[src/pkg/gtc_pkg.sv]
// Purpose: shared constants for the gated 16-bit timer/counter
// Assumes: single clock domain, clk at 100 MHz, synchronous active-high reset
// Notes:   clock select encoding and reset values are defined here only
//
// Summary of operation
// - 16-bit up counter; software writes load the count directly, except a wide mode high byte write.
// - counts only when on; gate enable picks gated or continuous counting.
// - undivided system clock source advances four counts per instruction cycle.
// - external counting needs a falling edge before the first counted rising edge.
// - external source increments on rising edges, synchronized or unsynchronized.
// - 2-bit prescale select divides by 1,2,4,8; count write clears prescaler, except a wide mode high byte write.
// - async select skips the synchronizer; external counting continues in sleep.
// - synchronizer is frozen during sleep, so only async counting proceeds.
// - mode switch between sync and async may drop or add one increment.
// - count byte reads stay valid while counting from the external clock.
// - wide mode: low byte read copies high byte into buffer; high reads buffer.
// - wide mode: high byte goes to buffer, low byte write loads both bytes.
// - wide mode: high byte write leaves prescaler alone; low byte write clears it.
// - gated mode counts only while the gate is active, otherwise holds.
// - gate polarity 1 counts on gate high, polarity 0 on gate low.
// - counter rolls from all ones to zero and sets the overflow flag; a coincident wide mode high byte write lets it roll but blocks the flag.

package gtc_pkg;

  localparam int          GTC_COUNT_W     = 16;
  localparam int          GTC_BYTE_W      = 8;
  localparam int          GTC_PS_SEL_W    = 2;
  localparam int          GTC_PS_CNT_W    = 3;
  localparam int          GTC_CS_W        = 2;
  localparam int          GTC_INSTR_DIV_W = 2;

  localparam logic [15:0] GTC_COUNT_RST   = 16'h0000;
  localparam logic [7:0]  GTC_BYTE_RST    = 8'h00;
  localparam logic [1:0]  GTC_INSTR_LAST  = 2'h3;   // four system clocks per instruction

  // clock source selections
  localparam logic [1:0]  GTC_CS_INSTR    = 2'h0;   // instruction clock, system clock / 4
  localparam logic [1:0]  GTC_CS_SYS      = 2'h1;   // undivided system clock
  localparam logic [1:0]  GTC_CS_EXT      = 2'h2;   // routed external clock pin
  localparam logic [1:0]  GTC_CS_EXT_INV  = 2'h3;   // routed external clock pin, inverted

endpackage : gtc_pkg

[src/logic/gtc_prescaler.sv]
// Purpose: input prescaler of the timer, divides qualified ticks by 1, 2, 4 or 8
// Assumes: tick is a qualified strobe in the clk domain, high for one or many consecutive cycles
// Notes:   counter is hidden from software; only a clear reaches it
`timescale 1ns/1ns
`default_nettype none

module gtc_prescaler
  import gtc_pkg::*;
#(
  parameter int SEL_W = GTC_PS_SEL_W,
  parameter int CNT_W = GTC_PS_CNT_W
) (
  input  wire logic             clk,
  input  wire logic             srst,
  input  wire logic             ce,
  input  wire logic             clr,
  input  wire logic             tick,
  input  wire logic [SEL_W-1:0] sel,
  output logic                  outTick
);

  logic [CNT_W-1:0] psCnt_ff;
  logic [CNT_W-1:0] divMask;

  // mask of low bits that must all be set before a tick passes
  assign divMask = CNT_W'((1 << sel) - 1);
  assign outTick = tick && ((psCnt_ff & divMask) == divMask);

  // -------------------------------------------------------------------------
  // prescale counter
  // -------------------------------------------------------------------------
  always_ff @(posedge clk) begin
    if (srst) begin
      psCnt_ff <= '0;
    end else if (ce) begin
      if (clr) begin
        psCnt_ff <= '0;
      end else if (tick) begin
        psCnt_ff <= outTick ? '0 : psCnt_ff + CNT_W'(1);
      end
    end
  end

endmodule : gtc_prescaler

`default_nettype wire

[src/logic/gtc_timer.sv]
// Purpose: gated 16-bit timer/counter with prescaler and buffered wide access
// Assumes: all inputs synchronous to clk; software access by one-cycle strobes
// Notes:   unsynchronized counting samples the pin once per clk, so the
//          external clock must stay well below half the system clock
`timescale 1ns/1ns
`default_nettype none

module gtc_timer
  import gtc_pkg::*;
#(
  parameter int COUNT_W = GTC_COUNT_W,
  parameter int BYTE_W  = GTC_BYTE_W
) (
  input  wire logic                    clk,
  input  wire logic                    srst,
  input  wire logic                    ce,
  // control bits
  input  wire logic                    timerOn,
  input  wire logic                    gateEnable,
  input  wire logic                    gatePolarity,
  input  wire logic                    wideAccessEnable,
  input  wire logic                    asyncSelect,
  input  wire logic [GTC_PS_SEL_W-1:0] prescaleSelect,
  input  wire logic [GTC_CS_W-1:0]     clockSelect,
  input  wire logic                    sleepMode,
  // external signals
  input  wire logic                    extClockPin,
  input  wire logic                    gateSignal,
  // software count access
  input  wire logic                    countLowWrite,
  input  wire logic                    countHighWrite,
  input  wire logic [BYTE_W-1:0]       countWrData,
  input  wire logic                    countLowRead,
  input  wire logic                    countHighRead,
  input  wire logic                    overflowClear,
  output logic      [BYTE_W-1:0]       countRdData_ff,
  output logic      [COUNT_W-1:0]      countPair_ff,
  output logic                         overflowFlag_ff
);

  // -------------------------------------------------------------------------
  // declarations
  // -------------------------------------------------------------------------
  logic                       extSync1_ff;
  logic                       extSync2_ff;
  logic                       extRaw_ff;
  logic                       extPrev_ff;
  logic                       armed_ff;
  logic                       onPrev_ff;
  logic [GTC_INSTR_DIV_W-1:0] instrDiv_ff;
  logic [BYTE_W-1:0]          highBuf_ff;
  logic                       extSelected;
  logic                       extLevel;
  logic                       extRise;
  logic                       extFall;
  logic                       gateActive;
  logic                       countEnable;
  logic                       srcTick;
  logic                       psTick;
  logic                       countWrite;
  logic                       psClear;
  logic                       rollOver;
  logic [COUNT_W-1:0]         nxt_countPair;

  // -------------------------------------------------------------------------
  // external clock conditioning
  // -------------------------------------------------------------------------
  assign extSelected = (clockSelect == GTC_CS_EXT) || (clockSelect == GTC_CS_EXT_INV);

  // synchronizer is frozen while sleeping, so no synchronized edges appear
  always_ff @(posedge clk) begin
    if (srst) begin
      extSync1_ff <= 1'b0;
      extSync2_ff <= 1'b0;
    end else if (ce && !sleepMode) begin
      extSync1_ff <= extClockPin;
      extSync2_ff <= extSync1_ff;
    end
  end

  // unsynchronized path: one sample only, keeps running in sleep
  always_ff @(posedge clk) begin
    if (srst) begin
      extRaw_ff <= 1'b0;
    end else if (ce) begin
      extRaw_ff <= extClockPin;
    end
  end

  // a switch between paths can fake or hide one edge; tolerated by design
  assign extLevel = (asyncSelect ? extRaw_ff : extSync2_ff)
                    ^ (clockSelect == GTC_CS_EXT_INV);

  always_ff @(posedge clk) begin
    if (srst) begin
      extPrev_ff <= 1'b0;
    end else if (ce) begin
      extPrev_ff <= extLevel;
    end
  end

  assign extRise = extLevel && !extPrev_ff;
  assign extFall = !extLevel && extPrev_ff;

  // -------------------------------------------------------------------------
  // falling edge arming before the first counted rising edge
  // -------------------------------------------------------------------------
  assign countWrite = countLowWrite || countHighWrite;

  always_ff @(posedge clk) begin
    if (srst) begin
      onPrev_ff <= 1'b0;
    end else if (ce) begin
      onPrev_ff <= timerOn;
    end
  end

  // disarm on disable, on enable and on any count byte write
  always_ff @(posedge clk) begin
    if (srst) begin
      armed_ff <= 1'b0;
    end else if (ce) begin
      if (!timerOn || !onPrev_ff || countWrite) begin
        armed_ff <= 1'b0;
      end else if (extFall) begin
        armed_ff <= 1'b1;
      end
    end
  end

  // -------------------------------------------------------------------------
  // enable, gate and source tick
  // -------------------------------------------------------------------------
  assign gateActive  = (gateSignal == gatePolarity);
  assign countEnable = timerOn && (!gateEnable || gateActive);

  // instruction clock divider, one tick every four system clocks
  always_ff @(posedge clk) begin
    if (srst) begin
      instrDiv_ff <= '0;
    end else if (ce) begin
      instrDiv_ff <= instrDiv_ff + GTC_INSTR_DIV_W'(1);
    end
  end

  // internal sources stop in sleep; only the external source with async select runs on
  always_comb begin
    srcTick = 1'b0;
    unique case (clockSelect)
      GTC_CS_INSTR:   srcTick = !sleepMode && (instrDiv_ff == GTC_INSTR_LAST);
      GTC_CS_SYS:     srcTick = !sleepMode;
      GTC_CS_EXT,
      GTC_CS_EXT_INV: srcTick = extRise && armed_ff
                                && (asyncSelect || !sleepMode);
    endcase
  end

  // wide mode: only a low byte write clears the prescaler
  assign psClear = countLowWrite || (countHighWrite && !wideAccessEnable);

  gtc_prescaler #(
    .SEL_W (GTC_PS_SEL_W),
    .CNT_W (GTC_PS_CNT_W)
  ) uPrescaler (
    .clk     (clk),
    .srst    (srst),
    .ce      (ce),
    .clr     (psClear),
    .tick    (srcTick && countEnable),
    .sel     (prescaleSelect),
    .outTick (psTick)
  );

  // -------------------------------------------------------------------------
  // counter and software writes
  // -------------------------------------------------------------------------
  assign rollOver = psTick && !countWrite && (countPair_ff == {COUNT_W{1'b1}});

  // a count write wins over a coincident increment, except a wide mode high byte write, which only loads the buffer
  always_comb begin
    nxt_countPair = countPair_ff;
    if (countLowWrite && wideAccessEnable) begin
      nxt_countPair = {highBuf_ff, countWrData};
    end else if (countLowWrite) begin
      nxt_countPair = {countPair_ff[COUNT_W-1:BYTE_W], countWrData};
    end else if (countHighWrite && !wideAccessEnable) begin
      nxt_countPair = {countWrData, countPair_ff[BYTE_W-1:0]};
    end else if (psTick) begin
      nxt_countPair = countPair_ff + COUNT_W'(1);
    end
  end

  always_ff @(posedge clk) begin
    if (srst) begin
      countPair_ff <= GTC_COUNT_RST;
    end else if (ce) begin
      countPair_ff <= nxt_countPair;
    end
  end

  // -------------------------------------------------------------------------
  // high byte buffer and read data
  // -------------------------------------------------------------------------
  always_ff @(posedge clk) begin
    if (srst) begin
      highBuf_ff <= GTC_BYTE_RST;
    end else if (ce && wideAccessEnable) begin
      if (countHighWrite) begin
        highBuf_ff <= countWrData;
      end else if (countLowRead) begin
        highBuf_ff <= countPair_ff[COUNT_W-1:BYTE_W];
      end
    end
  end

  // reads come from the clk-domain count, so they are always coherent
  always_ff @(posedge clk) begin
    if (srst) begin
      countRdData_ff <= GTC_BYTE_RST;
    end else if (ce) begin
      if (countLowRead) begin
        countRdData_ff <= countPair_ff[BYTE_W-1:0];
      end else if (countHighRead) begin
        countRdData_ff <= wideAccessEnable ? highBuf_ff
                                           : countPair_ff[COUNT_W-1:BYTE_W];
      end
    end
  end

  // -------------------------------------------------------------------------
  // overflow flag, set wins over clear
  // -------------------------------------------------------------------------
  always_ff @(posedge clk) begin
    if (srst) begin
      overflowFlag_ff <= 1'b0;
    end else if (ce) begin
      if (rollOver) begin
        overflowFlag_ff <= 1'b1;
      end else if (overflowClear) begin
        overflowFlag_ff <= 1'b0;
      end
    end
  end

endmodule : gtc_timer

`default_nettype wire

[config.mk]
export PLATFORM = sky130hd
export DESIGN_NAME = gtc_timer
export DESIGN_NICKNAME = d
export VERILOG_FILES = /design/src/pkg/gtc_pkg.sv /design/src/logic/gtc_prescaler.sv /design/src/logic/gtc_timer.sv
export SDC_FILE = /design/constraint.sdc
export NUM_CORES = 1
export LEC_CHECK = 0
export ABC_AREA = 0
export BUFFER_PORTS_ARGS = -buffer_cell sky130_fd_sc_hd__buf_2
export CELL_PAD_IN_SITES_DETAIL_PLACEMENT = 0
export CELL_PAD_IN_SITES_GLOBAL_PLACEMENT = 1
export CORE_MARGIN = 1.5
export CORE_UTILIZATION = 43
export DETAILED_ROUTE_END_ITERATION = 8
export GPL_ROUTABILITY_DRIVEN = 0
export PLACE_DENSITY_LB_ADDON = 0.25
export SYNTH_ARGS = -nofsm -noshare
export SYNTH_HDL_FRONTEND = slang
export SYNTH_SLANG_ARGS = --single-unit
[constraint.sdc]
create_clock -name clk -period 4.1 [get_ports clk]
set_input_delay 1.025 -clock clk [delete_from_list [all_inputs] [get_ports clk]]
set_output_delay 1.025 -clock clk [all_outputs]
set_load 0.03 [all_outputs]
* After elaboration in Yosys (flattened, before gate mapping)
Cells that the tools add are included.
** Word-level totals
- Register bits after elaboration :: 44
- Input port bits :: 28
- Output and inout bits :: 25
- Logic and storage cells :: 91
** Cells by class
- $add $sub $neg :: 4
- Equal/unequal tests :: 9
- Shift-type cells :: 1
- Mux-type cells :: 18
- Bitwise gates (word level) :: 2
- Reductions and logical operators :: 44
** Operator list (count)
- 16-bit 2-to-1 mux :: 4
- 8-bit 2-to-1 mux :: 5
- 16-bit by 1-bit adder with 16-bit output (second input constant) :: 1
- 16-bit == test (second input constant) :: 1
- 1-bit logical AND :: 14
- 2-bit AND reduction :: 5
- 2-bit nonzero test :: 5
- 3-bit 2-to-1 mux :: 3
- 1-bit zero test :: 8
- 2-bit == test (second input constant) :: 3
- 1-bit logical OR :: 6
- 3-bit AND reduction :: 2
- 3-bit nonzero test :: 2
- 1-bit 2-to-1 mux :: 5
- 3-bit by 1-bit adder with 3-bit output (second input constant) :: 1
- 3-bit AND :: 1
- 3-bit == test :: 1
- 3-bit by 2-bit inequality test with 1-bit output (second input constant) :: 1
- 1-bit one-hot mux with 3 select lines :: 1
- 1-bit by 2-bit << shifter with 3-bit output (first input constant) :: 1
- 3-bit by 2-bit subtractor with 3-bit output (second input constant) :: 1
- 2-bit by 1-bit adder with 2-bit output (second input constant) :: 1
- 2-bit by 1-bit == test with 1-bit output (second input constant) :: 1
- 2-bit zero test :: 1
- 4 further kinds :: 4

* Longest topological paths before layout
Gate-level depths: netlist (run 1).
- Word-level depth :: 12
- Gate-level depth with buffers :: 7
- Depth with buffers taken out :: 7

* Cells and area by module
Synthesis (run 1) repeated with hierarchy kept, for this count alone.
** Second synthesis, totals
- Cells, all modules :: 339
- Area, all modules :: 2605.0 sq um
** Modules (own cells, without submodules)
- gtc_timer :: instances 1, cells an instance 318, area each 2421.1 sq um, seq. area each 820.8 sq um
- gtc_prescaler :: instances 1, cells an instance 21, area each 183.9 sq um, seq. area each 60.1 sq um

* Worst setup path before layout (run 1)
OpenSTA, ideal clock, no wires.
- Path type :: input port to flip-flop
- Start :: in asyncSelect
- End :: reg countPair_ff[13]
- Library setup time :: 0.086 ns
- Arrival time :: 2.568 ns
- Required time :: 4.014 ns
- Setup slack :: 1.445 ns
- Cell stages on the path :: 6
- Buffers on the path :: 0
- Cells stage by stage :: mux2i_1 > mux2i_1 > nor2_1 > o31a_4 > or3_1 > a221oi_2
** On the way
- Word-level cells in the longest chain between the ends :: 10
- Elaborated cells on any way between the ends :: 11
- Those cells by class :: mux (2); bitwise (1); reduce/logical (8)
** RTL lines
- start, declared :: line gtc_timer.sv:22 : input wire logic asyncSelect,
- 1-bit 2-to-1 mux :: line gtc_timer.sv:91 : assign extLevel = (asyncSelect ? extRaw_ff : extSync2_ff)
- 1-bit XOR :: line gtc_timer.sv:92 : ^ (clockSelect == GTC_CS_EXT_INV);
- 1-bit logical AND :: line gtc_timer.sv:102 : assign extRise = extLevel && !extPrev_ff;
- 1-bit logical AND :: line gtc_timer.sv:153 : GTC_CS_EXT_INV: srcTick = extRise && armed_ff
- 1-bit logical AND (*) :: line gtc_timer.sv:154 : && (asyncSelect || !sleepMode);
- 1-bit one-hot mux with 3 select lines (*) :: line gtc_timer.sv:149 : unique case (clockSelect)
- 1-bit logical AND (*) :: line gtc_timer.sv:169 : .tick (srcTick && countEnable),
- 1-bit logical AND (*) :: line gtc_prescaler.sv:27 : assign outTick = tick && ((psCnt_ff & divMask) == divMask);
- 3-bit nonzero test (no line) (*)
- 3-bit AND reduction (no line) (*)
- end signal, assigned :: line gtc_timer.sv:197 : countPair_ff <= nxt_countPair;
- end, declared :: line gtc_timer.sv:37 : output logic [COUNT_W-1:0] countPair_ff,
Every way passes the cells marked *; elsewhere a longest branch is shown, timed or not.
A chain may end at the register's enable or synchronous reset.

* Worst setup path in the final report (run 1)
- Start :: in countHighWrite
- End :: reg countPair_ff[8]
** On the way
- Word-level cells in the longest chain between the ends :: 4
- Elaborated cells on any way between the ends :: 6
- Those cells by class :: mux (3); reduce/logical (3)
** RTL lines
- start, declared :: line gtc_timer.sv:31 : input wire logic countHighWrite,
- 1-bit logical AND (*) :: line gtc_timer.sv:186 : end else if (countHighWrite && !wideAccessEnable) begin
- 16-bit 2-to-1 mux :: line gtc_timer.sv:186
- 16-bit 2-to-1 mux :: line gtc_timer.sv:184 : end else if (countLowWrite) begin
- 16-bit 2-to-1 mux :: line gtc_timer.sv:182 : if (countLowWrite && wideAccessEnable) begin
Every way passes the cells marked *; elsewhere a longest branch is shown, timed or not. The select of a mux whose other input is x is not followed.

==> results.tsv, run 1 <==
metric	value	unit
status	finished clean	
grt ovf	0	
Post-Synthesis Cells	332	
Area Growth Syn to Fin	14.5	%
largest family of logic cells by synthesized area	compound AO/OA/AOI/OAI gates	
CP max stage delay	0.69	ns
xor/xnor share of the synthesized area	1.36	%
port bufs	52	
share of cells above drive strength 1	17.4	%
Pwr Total	897	uW
WL final	7840	microns
RSZ-0062 raised after global routing	no	
initial antenna violation count	0	
Seq/Total Area, Yosys	34.1	%
Setup crit end kind	flop	
I/O Pins	53	
DRT iter0 DRCs	182	
DRC Markers	0	
Hold WS	0.454	ns
via count	2704	
Die Span X	80.5	microns
Post-synth ARST share	0	%
Post-DP HPWL	5620	microns
Hold WC Path Type	reg -> reg	
CTS Buffer Depth	2	
Avg Vias per Cell	6.02	
worst vdd ir	0.150	mV
WL per Instance	17.4	microns
die height	80.5	microns
worst-path fanout max	12	
footprint of the multi-input gates	1600	sq um
cell area after layout	2960	sq um
Top Family by Delay on Critical Path	simple AND/OR/NAND/NOR gates	
worst skew pair latency	0.30	ns
fin crit period	2.75	ns
pin count of the biggest net entering global routing	40	
num rows	28	
Clk Tree Root Cell	clkbuf_8	
largest area contributor in the netlist	dfxtp_1	
clk sinks	44	
Core Area	5850	sq um
P_leak	0.00120	uW
Final period util	67.2	%
CP Data Required Time	4.32	ns
TritonCTS clock tree	yes	
ANT nets after route	0	
Final setup viols	0	
Slew Viols, Final	0	
aggregate global-route resource usage	25.3	%
final net count	405	
CP arrival	2.98	ns
PostCTS Resize Cnt	0	
register clock-pin slew on the reported worst setup and hold paths	0.08	ns
top cells by area, synth	dfxtp_1 34%, mux2i_1 9.3%, nor2_1 8.0%	
drt pass-1 iters	6	
most frequent cell after synthesis	nor2_1	
f_max	0.363	GHz
Post-synth EDFFs	0	
cell area power density	303	nW/um^2
placed standard-cell area	2880	sq um
first-pass GRT wire length	12400	microns
syn_area_per_cell	7.78	sq um
Yosys warning count	0	
vias in the first global route	2435	
Die Area	6480	sq um
Top FF cell, synth	dfxtp_1	
CTS Buf Count	5	
initial core utilization	44.1	%
Slowest-stage cell, CP	nor2_1	
Bufs and invs on worst path	1	
#FFs+latches synth	44	
Post-CTS Setup Repair Bufs	0	
Storage cell area	881	sq um
Hold-fix buffers, CTS	0	
Antenna diodes	0	
Slew headroom	35.8	%
synth cell count leaders	55 x nor2_1, 44 x dfxtp_1, 28 x nand2_1, 27 x a21oi_1, 24 x mux2i_1	
synth unique cells	52	
post-synthesis mux area share	9.74	%
post-synth net total	363	
Startpoint Class	input port	
Final Skew	0.00503	ns
Synth Area in Simple Gates	23.9	%
Slew @ Worst Pin	0.956	ns
maxcap violations	0	
Synth Area in Compound Gates	25.4	%
synthesized cell area	2580	sq um
setup TNS	0	ns
Fillers	571	
kind of critical path	in -> reg	
final hold violations	0	
CTS H-tree lvls	2	
CP Cell Sequence	buf_2, nor2b_1, nor2_1, nand2_1, nor3b_1, a221oi_1, o21ai_0	
post-synth top area share	34.1	%
Adder-Cell Fraction of Synth Area	1.45	%
sequential cells by signal, summed over array words and instances (netlist names):
name,flops
extSync1_ff,1
countRdData_ff,8
countPair_ff,16
instrDiv_ff,2
highBuf_ff,8
armed_ff,1
uPrescaler.psCnt_ff,3
extPrev_ff,1
onPrev_ff,1
extSync2_ff,1
overflowFlag_ff,1
extRaw_ff,1
worst paths after layout:
kind         depth (start not counted)             from  slack [ns]               to
min                                  2  overflowFlag_ff        0.45  overflowFlag_ff
max                                  7   countHighWrite        1.35  countPair_ff[8]
min reg2reg                          2  overflowFlag_ff        0.45  overflowFlag_ff
max reg2reg                          6       extPrev_ff        1.89  countPair_ff[8]
area by class of cell:
class	count	share of cell area [%]
clock buffer	6	2.45
clock inverter	1	0.169
inverter	9	1.14
multi-input combinational	260	54.0
sequential	44	29.8
tap	75	3.17
timing repair buffer	54	9.31
power breakdown:
part | internal [uW] | total (uW) | switching (uW)
Combinational | 59.5 | 167 | 108
Sequential | 445 | 466 | 21.1
Clock | 116 | 263 | 147
Total | 621 | 897 | 276
routing by layer:
| layer | GRT usage (%) | vias up | part of all wire, % |
|---|---|---|---|
| met5 | 0 | - | 0 |
| met4 | 11.2 | 0 | 3.7 |
| met3 | 4.89 | 24 | 7.6 |
| met2 | 38.1 | 130 | 44 |
| met1 | 34.8 | 1241 | 44 |
| li1 | - | 1309 | - |
stage by stage:
stage | std cells | setup slack, ns | utilization, %
floorplan | 332 | 1.45 | -
global route | 449 | 1.23 | 50.6
global placement | 442 | 1.17 | 49.2
finish | 449 | 1.35 | 50.6
CTS | 449 | 1.39 | 50.6
detailed placement | 442 | 1.07 | 49.2
layout by cell type, fill, tap and decap left out, types with 3 or more instances in the layout:
master    instances
nor2_1           55
buf_2            52
dfxtp_1          44
nand2_1          28
a21oi_1          27
mux2i_1          24
o21ai_0          15
nand3_1          14
inv_1             9
a211oi_1          9
a221oi_1          7
a31oi_1           7
nor3_1            5
clkbuf_8          5
nand2b_1          4
nor3b_1           4
o311ai_0          4
nor4_1            4
nand4_1           3
o31ai_1           3
and3_1            3
ha_1              3
worst register-to-register path: cells and delay by family (launching register included):
kind | cells | cell delay, ns
DFF | 1 | 0.33
and+or+nand+nor | 2 | 0.49
muxes | 1 | 0.19
AOI/OAI and AO/OA | 3 | 1.06
cell families (layout without fill, tap and decap cells):
logic type | after synthesis | in the layout
simple gates | 132 | 132
compound gates | 96 | 96
flops | 44 | 44
buf+inv | 28 | 70
mux | 25 | 25
xor+xnor | 4 | 4
fa+ha+maj | 3 | 3
Note: power is estimated with default switching activity, not from simulation.
==> run 2: changes to the inputs <==
--- a/config.mk
+++ b/config.mk
@@ -10,7 +10,7 @@
 export CELL_PAD_IN_SITES_DETAIL_PLACEMENT = 0
 export CELL_PAD_IN_SITES_GLOBAL_PLACEMENT = 1
 export CORE_MARGIN = 1.5
-export CORE_UTILIZATION = 43
+export CORE_UTILIZATION = 40
 export DETAILED_ROUTE_END_ITERATION = 8
 export GPL_ROUTABILITY_DRIVEN = 0
 export PLACE_DENSITY_LB_ADDON = 0.25
==> constraint.sdc (replaced) <==
create_clock -name clk -period 2.8 [get_ports clk]
set_input_delay 0.7 -clock clk [delete_from_list [all_inputs] [get_ports clk]]
set_output_delay 0.7 -clock clk [all_outputs]
set_load 0.03 [all_outputs]
==> run 2 against run 1 <==
  * Power rose by 59%
  * Global-route usage fell by 1.6 points
  * Via count rose by 1.0%
  * Cell count rose by 2.9%
  * Flip-flop and latch count did not move
  * Critical path depth did not move
  * Non-clock buffer count rose by 10
  * Critical path type unchanged
  * Critical endpoint is now countPair_ff[13]
  * Largest power group unchanged
  * Highest routed layer unchanged
==> results.tsv, run 2 (same netlist as run 1, synthesis figures left out) <==
metric	value	unit	change
Hold Path End	overflowFlag_ff		unchanged
clk sinks	44		unchanged
Die Span X	83.4	microns	was 80.5 microns
WL per Instance	17.5	microns	was 17.4 microns
Clk Tree Root Cell	clkbuf_8		unchanged
worst vdd ir	0.230	mV	was 0.150 mV
first-pass GRT wire length	13200	microns	was 12400 microns
R2R depth	6		unchanged
status	finished clean		unchanged
Final setup viols	0		unchanged
register clock-pin slew on the reported worst setup and hold paths	0.08	ns	about the same
Hold WC Path Type	reg -> reg		unchanged
Critical Path Start	asyncSelect		was countHighWrite
CP arrival	2.52	ns	was 2.98 ns
FF-to-FF End	countPair_ff[13]		was countPair_ff[8]
Setup crit end kind	flop		unchanged
biggest regs	countPair_ff x16, countRdData_ff x8, highBuf_ff x8		unchanged
Hold Crit Start	overflowFlag_ff		unchanged
initial core utilization	41.1	%	was 44.1%
Pwr Total	1430	uW	was 897 uW
worst-path fanout max	10		was 12
commonest non-fill, non-tap cell in the layout	nor2_1		unchanged
PostCTS Resize Cnt	0		unchanged
die height	83.4	microns	was 80.5 microns
Area Growth Syn to Fin	18.7	%	was 14.5%
Final Skew	0.00593	ns	was 0.00503 ns
cell area power density	466	nW/um^2	was 303 nW/um^2
Avg Vias per Cell	5.91		was 6.02
RSZ-0062 raised after global routing	no		unchanged
Hold-fix buffers, CTS	0		unchanged
CP Data Required Time	3.02	ns	was 4.32 ns
port bufs	52		unchanged
Antenna diodes	0		unchanged
CTS Buf Count	5		unchanged
kind of critical path	in -> reg		unchanged
Slew headroom	34.3	%	was 35.8%
WL final	8070	microns	was 7840 microns
DRT iter0 DRCs	215		was 182
Worst Hold Depth	2		unchanged
final hold violations	0		unchanged
largest register by flop count	countPair_ff		unchanged
TritonCTS clock tree	yes		unchanged
I/O Pins	53		unchanged
num rows	29		was 28
Post-DP HPWL	5860	microns	was 5620 microns
final net count	415		was 405
P_leak	0.00126	uW	was 0.00120 uW
R2R setup slack	0.67	ns	was 1.89 ns
DRC Markers	0		unchanged
Core Area	6280	sq um	was 5850 sq um
maxcap violations	0		unchanged
CTS Buffer Depth	2		unchanged
share of cells above drive strength 1	19.7	%	was 17.4%
via count	2732		was 2704
Final period util	82.0	%	
pin count of the biggest net entering global routing	39		was 40
fin crit period	2.30	ns	
vias in the first global route	2570		was 2435
Reg-to-Reg Start	extPrev_ff		unchanged
initial antenna violation count	0		unchanged
max reg flops	16		unchanged
Startpoint Class	input port		unchanged
Slew @ Worst Pin	0.979	ns	was 0.956 ns
CTS H-tree lvls	2		unchanged
aggregate global-route resource usage	23.7	%	was 25.3%
setup TNS	0	ns	unchanged
grt ovf	0		unchanged
ANT nets after route	0		unchanged
Post-CTS Setup Repair Bufs	0		unchanged
f_max	0.435	GHz	
Slew Viols, Final	0		unchanged
drt pass-1 iters	4		was 6
worst skew pair latency	0.31	ns	was 0.30 ns
most frequent cells in the layout	55 x nor2_1, 52 x buf_2, 44 x dfxtp_1		unchanged
Die Area	6950	sq um	was 6480 sq um
run 2: metrics by stage:
step / hold slack, ns / area, sq um / utilization [%] / cells / worst slack (ns)
6_report: 0.450 / 3070 / 48.8 / 462 / 0.504
5_1_grt: 0.484 / 3070 / 48.8 / 462 / 0.401
4_1_cts: 0.454 / 3070 / 48.8 / 462 / 0.507
3_5_place_dp: 0.442 / 2960 / 47.1 / 454 / 0.194
3_3_place_gp: 0.438 / 2960 / 47.1 / 454 / 0.257
2_1_floorplan: 0.436 / 2580 / - / 332 / 0.470
run 2: final cells by class:
class | instances | area [sq um]
Inverter | 9 | 33.8
Tap cell | 77 | 96.3
Fill cell | 652 | 3210
Sequential cell | 44 | 881
Clock buffer | 6 | 72.6
Multi-Input combinational cell | 260 | 1600
Timing Repair Buffer | 64 | 350
Clock inverter | 2 | 35.0
run 2: critical path, cell delays in order:
cell and delay [ns]:
buf_2 0.09, mux2i_1 0.28, mux2i_1 0.31, nor2_1 0.11
o31a_4 0.41, or3_1 0.40, a221oi_2 0.21
run 2: metal layers:
| layer | track usage (%) | part of all wire [%] | wire (microns) |
|---|---|---|---|
| met2 | 36.1 | 45 | 3620 |
| met4 | 9.24 | 1.8 | 144 |
| met3 | 3.28 | 6.5 | 524 |
| met1 | 33.8 | 47 | 3780 |
| met5 | 0 | 0 | 0 |
run 2: how the worst max path moves through the flow:
stage                            end  slack, ns
finish              countPair_ff[13]       0.50
CTS                 countPair_ff[13]       0.51
global placement    countPair_ff[13]       0.26
floorplan           countPair_ff[13]       0.47
detailed placement  countPair_ff[13]       0.19
global route        countPair_ff[13]       0.40
run 2: power by group:
group          internal (uW)  switching, uW
Clock                    265            228
Sequential               652           29.5
Combinational           93.7            160
Total                   1010            417
